### config.mk
export PLATFORM = sky130hd
export DESIGN_NAME = hvc_cmd_handler
export DESIGN_NICKNAME = d
export VERILOG_FILES = /design/src/rtl/hvc_pkg.sv /design/src/rtl/hvc_byte_mem.sv /design/src/rtl/hvc_cmd_handler.sv
export SDC_FILE = /design/constraint.sdc
export NUM_CORES = 2
export LEC_CHECK = 0
export BUFFER_PORTS_ARGS = -buffer_cell sky130_fd_sc_hd__clkbuf_2
export CORE_ASPECT_RATIO = 1.5
export CORE_MARGIN = 8
export CORE_UTILIZATION = 23
export DETAILED_ROUTE_END_ITERATION = 6
export SYNTH_ARGS = -nofsm -noshare
export SYNTH_HDL_FRONTEND = slang
export SYNTH_HIERARCHICAL = 1
export SYNTH_SLANG_ARGS = --single-unit
### constraint.sdc
create_clock -name pclk -period 4.3 [get_ports pclk]
set_input_delay 0.645 -clock pclk [delete_from_list [all_inputs] [get_ports pclk]]
set_output_delay 0.645 -clock pclk [all_outputs]
set_load 0.01 [all_outputs]
### src/rtl/hvc_pkg.sv
/*
 * Shared constants and types of the vendor command handler: opcodes,
 * status codes, parameter limits, register offsets, reset values and
 * the engine states.
 * Assumes a single clock domain and an APB master with 12-bit addresses.
 */
package hvc_pkg;

    // Command opcodes
    localparam logic [15:0] OP_TX_TEST_END = 16'hfc12;
    localparam logic [15:0] OP_ADDR_READ = 16'hfc20;
    localparam logic [15:0] OP_CONT_READ = 16'hfc21;
    localparam logic [15:0] OP_ADDR_WRITE = 16'hfc22;
    localparam logic [15:0] OP_CONT_WRITE = 16'hfc23;
    localparam logic [15:0] OP_POWER_MODE = 16'hfc24;
    localparam logic [15:0] OP_RADIO_ACT = 16'hfc25;
    localparam logic [15:0] OP_TX_POWER = 16'hfc26;

    // Status codes
    localparam logic [7:0] ST_SUCCESS = 8'h00;
    localparam logic [7:0] ST_UNKNOWN_CMD = 8'h01;
    localparam logic [7:0] ST_DISALLOWED = 8'h0c;
    localparam logic [7:0] ST_INVALID_PARAM = 8'h12;

    // Parameter limits and codes
    localparam logic [7:0] MAX_XFER = 8'h40;
    localparam logic [7:0] TEST_MODE_COUNT = 8'h00;
    localparam logic [7:0] TEST_MODE_CM = 8'h01;
    localparam logic [7:0] PM_ACTIVE = 8'h00;
    localparam logic [7:0] PM_LAST = 8'h03;
    localparam logic [7:0] ACT_OFF = 8'h00;
    localparam logic [7:0] ACT_LOW = 8'h01;
    localparam logic [7:0] ACT_HIGH = 8'h02;
    localparam logic [7:0] TXP_LAST = 8'h11;

    // Register byte offsets
    localparam logic [11:0] OFF_OPCODE = 12'h000;
    localparam logic [11:0] OFF_ADDR = 12'h004;
    localparam logic [11:0] OFF_PARAM = 12'h008;
    localparam logic [11:0] OFF_PLEN = 12'h00c;
    localparam logic [11:0] OFF_GO = 12'h010;
    localparam logic [11:0] OFF_STATUS = 12'h014;
    localparam logic [11:0] OFF_RESULT = 12'h018;
    localparam logic [11:0] OFF_STATE = 12'h01c;
    localparam logic [11:0] OFF_DATA = 12'h100;

    // Reset values
    localparam logic [4:0] RST_TX_LEVEL = 5'h00;
    localparam logic [1:0] RST_PMODE = 2'h0;

    typedef struct packed {
        logic [15:0] opcode;
        logic [31:0] addr;
        logic [7:0] p1;
        logic [7:0] p0;
        logic [6:0] plen;
    } hvc_cmd_t;

    typedef struct packed {
        logic [7:0] ret;
        logic [7:0] code;
        logic [13:0] rsvd;
        logic evt;
        logic busy;
    } hvc_status_t;

    typedef enum logic [5:0] {
        S_IDLE = 6'b000001,
        S_RDA = 6'b000010,
        S_RDD = 6'b000100,
        S_WRA = 6'b001000,
        S_WRD = 6'b010000,
        S_WAKE = 6'b100000
    } hvc_state_t;

endpackage

### src/rtl/hvc_byte_mem.sv
/*
 * Single-port memory with registered read data, used both as the
 * command data buffer and as the byte-addressed target memory.
 * Assumes one access per clock; read data follows one edge later.
 */
module hvc_byte_mem import hvc_pkg::*; #(
    parameter int AW = 6,
    parameter int DW = 8
) (
    // Clock
    input wire logic clk,
    // Access port
    input wire logic we,
    input wire logic [AW-1:0] addr,
    input wire logic [DW-1:0] wdata,
    output logic [DW-1:0] rdata_q
);
    logic [DW-1:0] mem [2**AW];

    // No reset: contents are data, not control
    always_ff @(posedge clk) begin
        if (we) begin
            mem[addr] <= wdata;
        end
        rdata_q <= mem[addr];
    end
endmodule // hvc_byte_mem

### src/rtl/hvc_cmd_handler.sv
/*
 * Vendor command handler: command registers over APB, a byte engine for
 * memory reads and writes, power mode, radio activity pin and tx power.
 * Assumes radio and link status inputs synchronous to pclk.
 */
// Chosen here: the placing of the registers and register access over APB.
// Function
// - Test end stops the transmitter test and returns a 16-bit packet count.
// - Test end is refused while advertising, scanning or a connection runs.
// - Count is returned for counting and modulated test modes only.
// - Every command ends with a completion event carrying a status byte.
// - Addressed read takes address and length, returns bytes from consecutive addresses.
// - Read longer than 64 bytes returns invalid parameter, no data.
// - Continued read starts just after the last byte previously read.
// - Addressed write stores payload at address, count from length, at most 64.
// - Continued write starts just after the last byte previously written.
// - Power mode command enters active, processor sleep, sleep or deep sleep.
// - Active request while already active leaves the power state alone.
// - Event precedes a sleep entry; follows reaching active on wake (here set on the same edge as power_mode).
// - Activity pin is asserted while the radio transmits or receives.
// - Enable byte: 0 off, 1 low active, 2 high active, others reserved.
// - Second byte picks the activity pin index from zero upward.
// - Tx power level steps 0 to 17; codes from 0x12 reserved.
// - Level change during radio activity waits until the activity ends.
// - Tx power answer returns the maximum step, lowered by supply condition.
module hvc_cmd_handler import hvc_pkg::*; #(
    parameter int NGPIO = 8,
    parameter int MEM_AW = 8
) (
    // Clock and reset
    input wire logic pclk,
    input wire logic presetn,
    // APB slave
    input wire logic psel,
    input wire logic penable,
    input wire logic pwrite,
    input wire logic [11:0] paddr,
    input wire logic [31:0] pwdata,
    output logic [31:0] prdata,
    output logic pready,
    output logic pslverr,
    // Radio and link status
    input wire logic radio_busy,
    input wire logic link_activity,
    input wire logic [7:0] test_mode,
    input wire logic [15:0] test_pkt_count,
    input wire logic [4:0] supply_max_step,
    input wire logic wake_done,
    // Control outputs
    output logic tx_test_stop,
    output logic sleep_req,
    output logic wake_req,
    output logic [1:0] power_mode,
    output logic [4:0] tx_level,
    output logic [NGPIO-1:0] act_gpio_o,
    output logic [NGPIO-1:0] act_gpio_oe_n
);
    function automatic logic reg_hit(input logic [11:0] a, input logic [11:0] off);
        reg_hit = (a[11:2] == off[11:2]);
    endfunction

    hvc_state_t st_q;
    hvc_state_t d_next;
    hvc_cmd_t cmd_q;
    hvc_status_t stat;
    logic evt_q, pend_q, act_en_q, act_pol_q, busy;
    logic [7:0] code_q, ret_q, act_sel_q, d_status, d_ret, buf_rdata, mem_rdata;
    logic [15:0] count_q;
    logic [4:0] pend_lvl_q, txp_max;
    logic [1:0] sleep_pend_q;
    logic [6:0] cnt_q, d_len;
    logic [5:0] idx_q, buf_addr;
    logic [31:0] cur_q, rd_next_q, wr_next_q, d_start, prdata_d;
    logic apb_access, apb_done, apb_wr, win_hit, mapped, go, ok, last_byte, sleep_go;
    logic buf_we, mem_we;
    logic [7:0] buf_wdata;

    // APB decode
    assign busy = (st_q != S_IDLE);
    assign apb_access = psel & penable;
    assign apb_done = apb_access & pready;
    assign apb_wr = apb_done & pwrite;
    assign win_hit = (paddr[11:8] == OFF_DATA[11:8]);
    assign mapped = win_hit | reg_hit(paddr, OFF_OPCODE) | reg_hit(paddr, OFF_ADDR)
        | reg_hit(paddr, OFF_PARAM) | reg_hit(paddr, OFF_PLEN) | reg_hit(paddr, OFF_GO)
        | reg_hit(paddr, OFF_STATUS) | reg_hit(paddr, OFF_RESULT) | reg_hit(paddr, OFF_STATE);
    assign go = apb_wr & reg_hit(paddr, OFF_GO) & ~busy;
    assign stat = '{ret: ret_q, code: code_q, rsvd: '0, evt: evt_q, busy: busy};

    assign txp_max = (supply_max_step < TXP_LAST[4:0]) ? supply_max_step : TXP_LAST[4:0];

    always_comb begin
        d_status = ST_SUCCESS;
        d_next = S_IDLE;
        d_len = 7'h00;
        d_start = cmd_q.addr;
        d_ret = 8'h00;
        case (cmd_q.opcode)
            OP_TX_TEST_END: begin
                if (link_activity) begin
                    d_status = ST_DISALLOWED;
                end
            end
            OP_ADDR_READ, OP_CONT_READ: begin
                d_start = (cmd_q.opcode == OP_ADDR_READ) ? cmd_q.addr : rd_next_q;
                d_len = cmd_q.p0[6:0];
                if (cmd_q.p0 > MAX_XFER) begin
                    d_status = ST_INVALID_PARAM;
                end else if (cmd_q.p0 != 8'h00) begin
                    d_next = S_RDA;
                end
            end
            OP_ADDR_WRITE, OP_CONT_WRITE: begin
                d_start = (cmd_q.opcode == OP_ADDR_WRITE) ? cmd_q.addr : wr_next_q;
                d_len = cmd_q.plen;
                if ({1'b0, cmd_q.plen} > MAX_XFER) begin
                    d_status = ST_INVALID_PARAM;
                end else if (cmd_q.plen != 7'h00) begin
                    d_next = S_WRA;
                end
            end
            OP_POWER_MODE: begin
                if (cmd_q.p0 > PM_LAST) begin
                    d_status = ST_INVALID_PARAM;
                end else if (cmd_q.p0 == PM_ACTIVE && power_mode != RST_PMODE) begin
                    d_next = S_WAKE;
                end
            end
            OP_RADIO_ACT: begin
                if (cmd_q.p0 > ACT_HIGH || cmd_q.p1 >= 8'(NGPIO)) begin
                    d_status = ST_INVALID_PARAM;
                end
            end
            OP_TX_POWER: begin
                d_ret = {3'h0, txp_max};
                if (cmd_q.p0 > TXP_LAST) begin
                    d_status = ST_INVALID_PARAM;
                end
            end
            default: d_status = ST_UNKNOWN_CMD;
        endcase
    end

    assign ok = (d_status == ST_SUCCESS);
    assign last_byte = (cnt_q == 7'h01);
    assign sleep_go = go & ok & (cmd_q.opcode == OP_POWER_MODE) & (cmd_q.p0 != PM_ACTIVE);

    // Buffer and target ports: engine owns the buffer while busy
    assign buf_addr = busy ? idx_q : paddr[7:2];
    assign buf_we = busy ? st_q == S_RDD : apb_wr & win_hit;
    assign buf_wdata = busy ? mem_rdata : pwdata[7:0];
    assign mem_we = (st_q == S_WRD);

    hvc_byte_mem #(.AW(6), .DW(8)) u_buf (
        .clk(pclk),
        .we(buf_we),
        .addr(buf_addr),
        .wdata(buf_wdata),
        .rdata_q(buf_rdata)
    );

    hvc_byte_mem #(.AW(MEM_AW), .DW(8)) u_mem (
        .clk(pclk),
        .we(mem_we),
        .addr(cur_q[MEM_AW-1:0]),
        .wdata(buf_rdata),
        .rdata_q(mem_rdata)
    );

    always_comb begin
        prdata_d = 32'h0000_0000;
        if (win_hit) prdata_d = {24'h000000, buf_rdata};
        if (reg_hit(paddr, OFF_OPCODE)) prdata_d = {16'h0000, cmd_q.opcode};
        if (reg_hit(paddr, OFF_ADDR)) prdata_d = cmd_q.addr;
        if (reg_hit(paddr, OFF_PARAM)) prdata_d = {16'h0000, cmd_q.p1, cmd_q.p0};
        if (reg_hit(paddr, OFF_PLEN)) prdata_d = {25'h0000000, cmd_q.plen};
        if (reg_hit(paddr, OFF_STATUS)) prdata_d = stat;
        if (reg_hit(paddr, OFF_RESULT)) prdata_d = {16'h0000, count_q};
        if (reg_hit(paddr, OFF_STATE)) prdata_d = {act_sel_q, 8'h00, pend_lvl_q, pend_q,
            power_mode, act_en_q, act_pol_q, 1'b0, tx_level};
    end

    // One wait state so buffer read data is ready in time
    always_ff @(posedge pclk or negedge presetn) begin
        if (!presetn) begin
            pready <= 1'b0;
            pslverr <= 1'b0;
            prdata <= 32'h0000_0000;
        end else begin
            pready <= apb_access & ~pready;
            pslverr <= apb_access & ~pready & (~mapped | (pwrite & busy & (win_hit
                | reg_hit(paddr, OFF_GO))));
            prdata <= prdata_d;
        end
    end

    // Command registers frozen while the engine runs
    always_ff @(posedge pclk or negedge presetn) begin
        if (!presetn) begin
            cmd_q <= '0;
        end else if (apb_wr & ~busy) begin
            if (reg_hit(paddr, OFF_OPCODE)) cmd_q.opcode <= pwdata[15:0];
            if (reg_hit(paddr, OFF_ADDR)) cmd_q.addr <= pwdata;
            if (reg_hit(paddr, OFF_PARAM)) {cmd_q.p1, cmd_q.p0} <= pwdata[15:0];
            if (reg_hit(paddr, OFF_PLEN)) cmd_q.plen <= pwdata[6:0];
        end
    end

    // Byte engine
    always_ff @(posedge pclk or negedge presetn) begin
        if (!presetn) begin
            st_q <= S_IDLE;
            cnt_q <= 7'h00;
            idx_q <= 6'h00;
            cur_q <= 32'h0000_0000;
            rd_next_q <= 32'h0000_0000;
            wr_next_q <= 32'h0000_0000;
        end else begin
            case (st_q)
                S_IDLE: begin
                    if (go & ok) begin
                        st_q <= d_next;
                        cnt_q <= d_len;
                        idx_q <= 6'h00;
                        cur_q <= d_start;
                        if (cmd_q.opcode == OP_ADDR_READ || cmd_q.opcode == OP_CONT_READ)
                            rd_next_q <= d_start + {25'h0000000, d_len};
                        if (cmd_q.opcode == OP_ADDR_WRITE || cmd_q.opcode == OP_CONT_WRITE)
                            wr_next_q <= d_start + {25'h0000000, d_len};
                    end
                end
                S_RDA: st_q <= S_RDD;
                S_WRA: st_q <= S_WRD;
                S_RDD, S_WRD: begin
                    idx_q <= idx_q + 6'h01;
                    cur_q <= cur_q + 32'h0000_0001;
                    cnt_q <= cnt_q - 7'h01;
                    st_q <= last_byte ? S_IDLE : ((st_q == S_RDD) ? S_RDA : S_WRA);
                end
                S_WAKE: if (wake_done) st_q <= S_IDLE;
                default: st_q <= S_IDLE;
            endcase
        end
    end

    always_ff @(posedge pclk or negedge presetn) begin
        if (!presetn) begin
            evt_q <= 1'b0;
            code_q <= ST_SUCCESS;
            ret_q <= 8'h00;
        end else begin
            if (go) begin
                evt_q <= 1'b0;
                code_q <= d_status;
                ret_q <= d_ret;
            end
            // Completion sets after the clear so a set is never lost
            if ((go & (~ok | d_next == S_IDLE)) | ((st_q == S_RDD || st_q == S_WRD)
                & last_byte) | (st_q == S_WAKE & wake_done))
                evt_q <= 1'b1;
        end
    end

    // Test end, power mode and tx power
    always_ff @(posedge pclk or negedge presetn) begin
        if (!presetn) begin
            tx_test_stop <= 1'b0;
            count_q <= 16'h0000;
            sleep_req <= 1'b0;
            wake_req <= 1'b0;
            sleep_pend_q <= RST_PMODE;
            power_mode <= RST_PMODE;
            tx_level <= RST_TX_LEVEL;
            pend_q <= 1'b0;
            pend_lvl_q <= RST_TX_LEVEL;
        end else begin
            tx_test_stop <= go & ok & (cmd_q.opcode == OP_TX_TEST_END);
            if (go & ok & (cmd_q.opcode == OP_TX_TEST_END))
                count_q <= (test_mode == TEST_MODE_COUNT || test_mode == TEST_MODE_CM)
                    ? test_pkt_count : 16'h0000;
            // Sleep applied one edge after the event
            sleep_req <= sleep_go;
            if (sleep_go) sleep_pend_q <= cmd_q.p0[1:0];
            if (sleep_req) power_mode <= sleep_pend_q;
            // Wake only when not already active
            wake_req <= go & ok & (d_next == S_WAKE);
            if (st_q == S_WAKE & wake_done) power_mode <= RST_PMODE;
            if (go & ok & (cmd_q.opcode == OP_TX_POWER)) begin
                pend_q <= radio_busy;
                pend_lvl_q <= cmd_q.p0[4:0];
                if (!radio_busy) tx_level <= cmd_q.p0[4:0];
            end else if (pend_q & ~radio_busy) begin
                pend_q <= 1'b0;
                tx_level <= pend_lvl_q;
            end
        end
    end

    always_ff @(posedge pclk or negedge presetn) begin
        if (!presetn) begin
            act_en_q <= 1'b0;
            act_pol_q <= 1'b0;
            act_sel_q <= 8'h00;
        end else if (go & ok & (cmd_q.opcode == OP_RADIO_ACT)) begin
            act_en_q <= (cmd_q.p0 != ACT_OFF);
            act_pol_q <= (cmd_q.p0 == ACT_HIGH);
            act_sel_q <= cmd_q.p1;
        end
    end

    for (genvar i = 0; i < NGPIO; i++) begin : g_act
        always_ff @(posedge pclk or negedge presetn) begin
            if (!presetn) begin
                act_gpio_o[i] <= 1'b0;
                act_gpio_oe_n[i] <= 1'b1;
            end else begin
                act_gpio_o[i] <= act_en_q & (act_sel_q == 8'(i)) & (radio_busy ~^ act_pol_q);
                act_gpio_oe_n[i] <= ~(act_en_q & (act_sel_q == 8'(i)));
            end
        end
    end
endmodule // hvc_cmd_handler

==> results.py <==
metrics = {
    "clocking": {
        "clkTransAtPathRegs_ps": 60,
        "cts_sinks": 2793,
        "cts_tree": "yes",
        "clk_root_buffer_cell": "clkbuf_16",
        "numCtsBuffers": 240,
        "post_cts_buffers": 0,
        "worstSkewPairLatency_ps": 940,
        "cts_max_level": 4,
        "cts_resized": 0,
        "cts_max_path_buffers": 4,
    },
    "sta": {
        "finalCriticalPeriod_ps": 4170,
        "maxSlewViolCount": 0,
        "setup_viol": 0,
        "clock_skew_ps": 108,
        "rsz0062_at_grt": "no",
        "tightest_slew_ps": 1190,
        "fin_crit_sh": 0.970,
        "maxClockFrequency_ghz": 0.240,
        "fin_setup_tns_ps": 0,
        "hold_viol_final": 0,
        "relSlewSlack": 0.197,
    },
    "setup_path": {
        "worstSetupEndpoint": "u_buf/rdata_q[4]$_DFF_P_",
        "crit_start": "st_q[3]$_DFFE_PN0P_",
        "cpPeakStageDelay_ps": 920,
        "r2r_setup_slack_ps": 130,
        "cp.required_ps": 4960,
        "cp-end-kind": "register",
        "rr_startpoint": "st_q[3]$_DFFE_PN0P_",
        "cp_slowest_cell": "nor4_1",
        "crit_chain": "or4_4, nor2_2, buf_4, o21ai_4, buf_12, buf_4, nand2_1, o22a_1, a21oi_1, nor4_1, nand4_1",
        "cp-start-kind": "register",
        "crit_cells": 11,
        "arrival_ps": 4840,
        "crit_fanout": 28,
        "critPathBufInv": 3,
        "critPathKind": "reg -> reg",
        "ff2ff_path_depth": 11,
        "path_delay_family": "simple AND/OR/NAND/NOR gates",
        "path_common_cell": "buf_4",
        "timing.rr.end": "u_buf/rdata_q[4]$_DFF_P_",
    },
    "power": {
        "ir_drop_mv": 0.324,
        "power_frac_seq": 0.554,
        "comb_power_share": 0.048,
        "p_int_mw": 43.4,
        "switching_power_mw": 11.9,
        "power_density_mw_per_mm2": 427,
        "p_leak_nw": 41.4,
        "p_sw_frac": 0.215,
        "p_clk_frac": 0.399,
    },
    "finish": {
        "fin_util": 0.273,
        "nNetsFinal": 6436,
        "area_delta_synth_final_pct": 18.1,
        "drive_gt1_frac": 0.270,
    },
    "grt": {
        "antenna_found_initial": 1,
        "grt.total_usage": 0.110,
        "grt_max_degree": 181,
        "grt_pass1_wl_um": 420000,
        "grt_pass1_vias": 60588,
        "grt-ovfl-total": 0,
    },
    "route": {
        "drc": 0,
        "ant_nets": 0,
        "wl_met3_um": 16000,
        "drt-vias-per-instance": 4.53,
        "highest_layer": "met4",
        "wl_met2_um": 152000,
        "wl_met1_um": 104000,
        "first_iter_violations": 5413,
        "wl_per_cell_um": 22.5,
        "first_pass_iters": 6,
        "vias": 57916,
        "routed_wl_um": 288000,
    },
    "place": {
        "gp_congestion": 0.866,
        "dp_hpwl_um": 187000,
        "io_buffers": 137,
    },
    "die": {
        "fp-row-count": 310,
        "die_h_um": 862,
        "die_w_um": 580,
        "core_sq_mm": 0.475,
        "ioPinCount": 141,
        "dieArea_sq_mm": 0.500,
        "initial_core_util": 0.231,
    },
    "logic_synthesis": {
        "ys_warn_count": 6,
        "seq_area_frac_synth": 0.753,
        "ys_ff_latch": 2793,
        "synth_area_sq_mm": 0.110,
        "ys.flop_type": "edfxtp_1",
        "async_flop_share": 0.0777,
        "synth_nets": 5853,
        "post_synth.cell_area_avg_sq_um": 19.0,
        "synth_edf_count": 2560,
        "syn_inst": 5760,
        "ys_types": 86,
    },
    "worst_hold_path": {
        "worstHoldPathType": "in -> reg",
    },
    "outcome": {
        "status": "finished, final reports clean",
    },
    "run": {
        "drv_cap": 0,
    },
}
==> cell usage after synthesis, types with 12 or more instances <==
cell type  instances  area share
and2_1            23      0.0013
nor2_1           392       0.013
nand3_1           50      0.0023
nand3b_1          15      0.0010
o22a_1            12     0.00096
o41ai_1           34      0.0027
o31ai_1           19      0.0013
buf_1             33      0.0011
a22oi_1          311       0.021
a31oi_1           18      0.0010
dfrtp_1          208       0.047
o21ai_0           69      0.0031
dfxtp_1           16      0.0029
clkbuf_1         222      0.0076
a21oi_1          193      0.0088
inv_1             41      0.0014
a221oi_1          24      0.0019
a22o_1            20      0.0016
buf_6             22      0.0023
and3_1            22      0.0013
mux2i_1           97      0.0089
a221o_1           12      0.0011
edfxtp_1        2560        0.70
nand2_1          207      0.0071
nor4_1            13     0.00074
mux2_2           105       0.011
nor2b_1           25      0.0014
nor3_1            46      0.0021
a32oi_1           12     0.00096
nand2b_1          42      0.0024
nand4_1           20      0.0011
mux4_2           553        0.11
buf_2             71      0.0032
buf_4             21      0.0014
o22ai_1           32      0.0018
==> power groups by stage <==
stage / logic (mW) / clock network, mW / registers [mW]
detailed placement: 2.64 / 0 / 31.2
global route: 2.81 / 23.4 / 30.7
global placement: 2.54 / 0 / 31.2
floorplan: 1.15 / 0 / 31.6
finish: 2.63 / 22.1 / 30.6
CTS: 2.68 / 22.5 / 30.7
==> cells in the final DEF (no fill, tap or decap), types with 18 or more instances in the layout <==
cell type,n
edfxtp_1,2560
mux4_2,553
buf_4,487
nor2_1,388
a22oi_1,311
clkbuf_16,242
dfrtp_1,206
nand2_1,197
a21oi_1,192
clkbuf_2,136
mux2_2,105
mux2i_1,97
o21ai_0,68
nand3_1,50
clkinv_2,50
nor3_1,46
dlygate4sd3_1,45
clkinv_1,42
inv_1,41
buf_12,41
nand2b_1,40
clkbuf_1,35
o22ai_1,32
bufinv_16,32
a221oi_1,24
clkinvlp_4,23
and3_1,22
nor2b_1,22
and2_1,22
nand4_1,20
a22o_1,20
o31ai_1,19
o41ai_1,19
a31oi_1,18
==> what timing repair did <==
action,CTS,global route
endpoints found under the hold margin,186,0
hold buffers,45,0
endpoints found under the setup margin,0,0
==> area by class of cell <==
cell class | instances | area [sq um]
sequential | 2793 | 82700
clock buffer | 279 | 6210
antenna | 6 | 15.0
fill | 46899 | 346000
clock inverter | 158 | 1670
multi-input combinational | 2557 | 25400
tap | 6240 | 7810
timing repair buffer | 710 | 5620
inverter | 41 | 154
==> metrics by stage <==
| step | std cells | hold slack, ps | power, mW | setup WS [ps] | instance area, sq um |
|---|---|---|---|---|---|
| final | 12784 | 105 | 55.3 | 127 | 130000 |
| after global routing | 12780 | 51.3 | 56.8 | 48.3 | 130000 |
| after CTS | 12778 | 6.45 | 55.8 | 179 | 130000 |
| after detailed placement | 12296 | 462 | 33.9 | 220 | 121000 |
| after global placement | 12296 | 460 | 33.8 | 208 | 121000 |
| after floorplan | 5760 | 349 | 32.7 | 27.2 | 110000 |
==> layer usage <==
metal	GRT usage	vias to the layer above
met2	0.206	2107
met4	0.0546	0
met1	0.122	30483
li1	-	24702
met3	0.0159	624
met5	0	-
==> worst min-delay path, cell delays in order <==
cell and delay [ps]:
clkbuf_2 80, nand2_1 130, nor2_1 70
==> logic make-up (layout without fill, tap and decap cells) <==
| kind of cell | Yosys count | after routing | synth area share |
|---|---|---|---|
| buffers and inverters | 410 | 1188 | 0.0171 |
| other | 0 | 6 | 0 |
| and+or+nand+nor | 926 | 926 | 0.0397 |
| xor gates and xnor gates | 9 | 9 | 0.000719 |
| muxes | 765 | 765 | 0.134 |
| adders and majority gates | 12 | 12 | 0.00144 |
| AOI/OAI and AO/OA | 845 | 845 | 0.0536 |
| DFF | 2793 | 2793 | 0.753 |
==> state kept, by name, summed over array words and instances, names as in the netlist, 16 cells and up <==
| register | count |
|---|---|
| cmd_q | 71 |
| count_q | 16 |
| prdata | 32 |
| u_buf/mem | 512 |
| u_mem/mem | 2048 |
==> how the worst min path moves through the flow <==
stage	from	end	slack (ps)	cells past startpoint
finish	penable	pready$_DFF_PN0_	110	3
global route	supply_max_step[3]	ret_q[3]$_DFFE_PN0P_	50	3
CTS	supply_max_step[4]	ret_q[1]$_DFFE_PN0P_	6	4
detailed placement	ret_q[2]$_DFFE_PN0P_	ret_q[2]$_DFFE_PN0P_	460	2
global placement	ret_q[4]$_DFFE_PN0P_	ret_q[4]$_DFFE_PN0P_	460	2
floorplan	presetn	act_en_q$_DFFE_PN0P_	350	0
(Power assumes the default switching activity.)
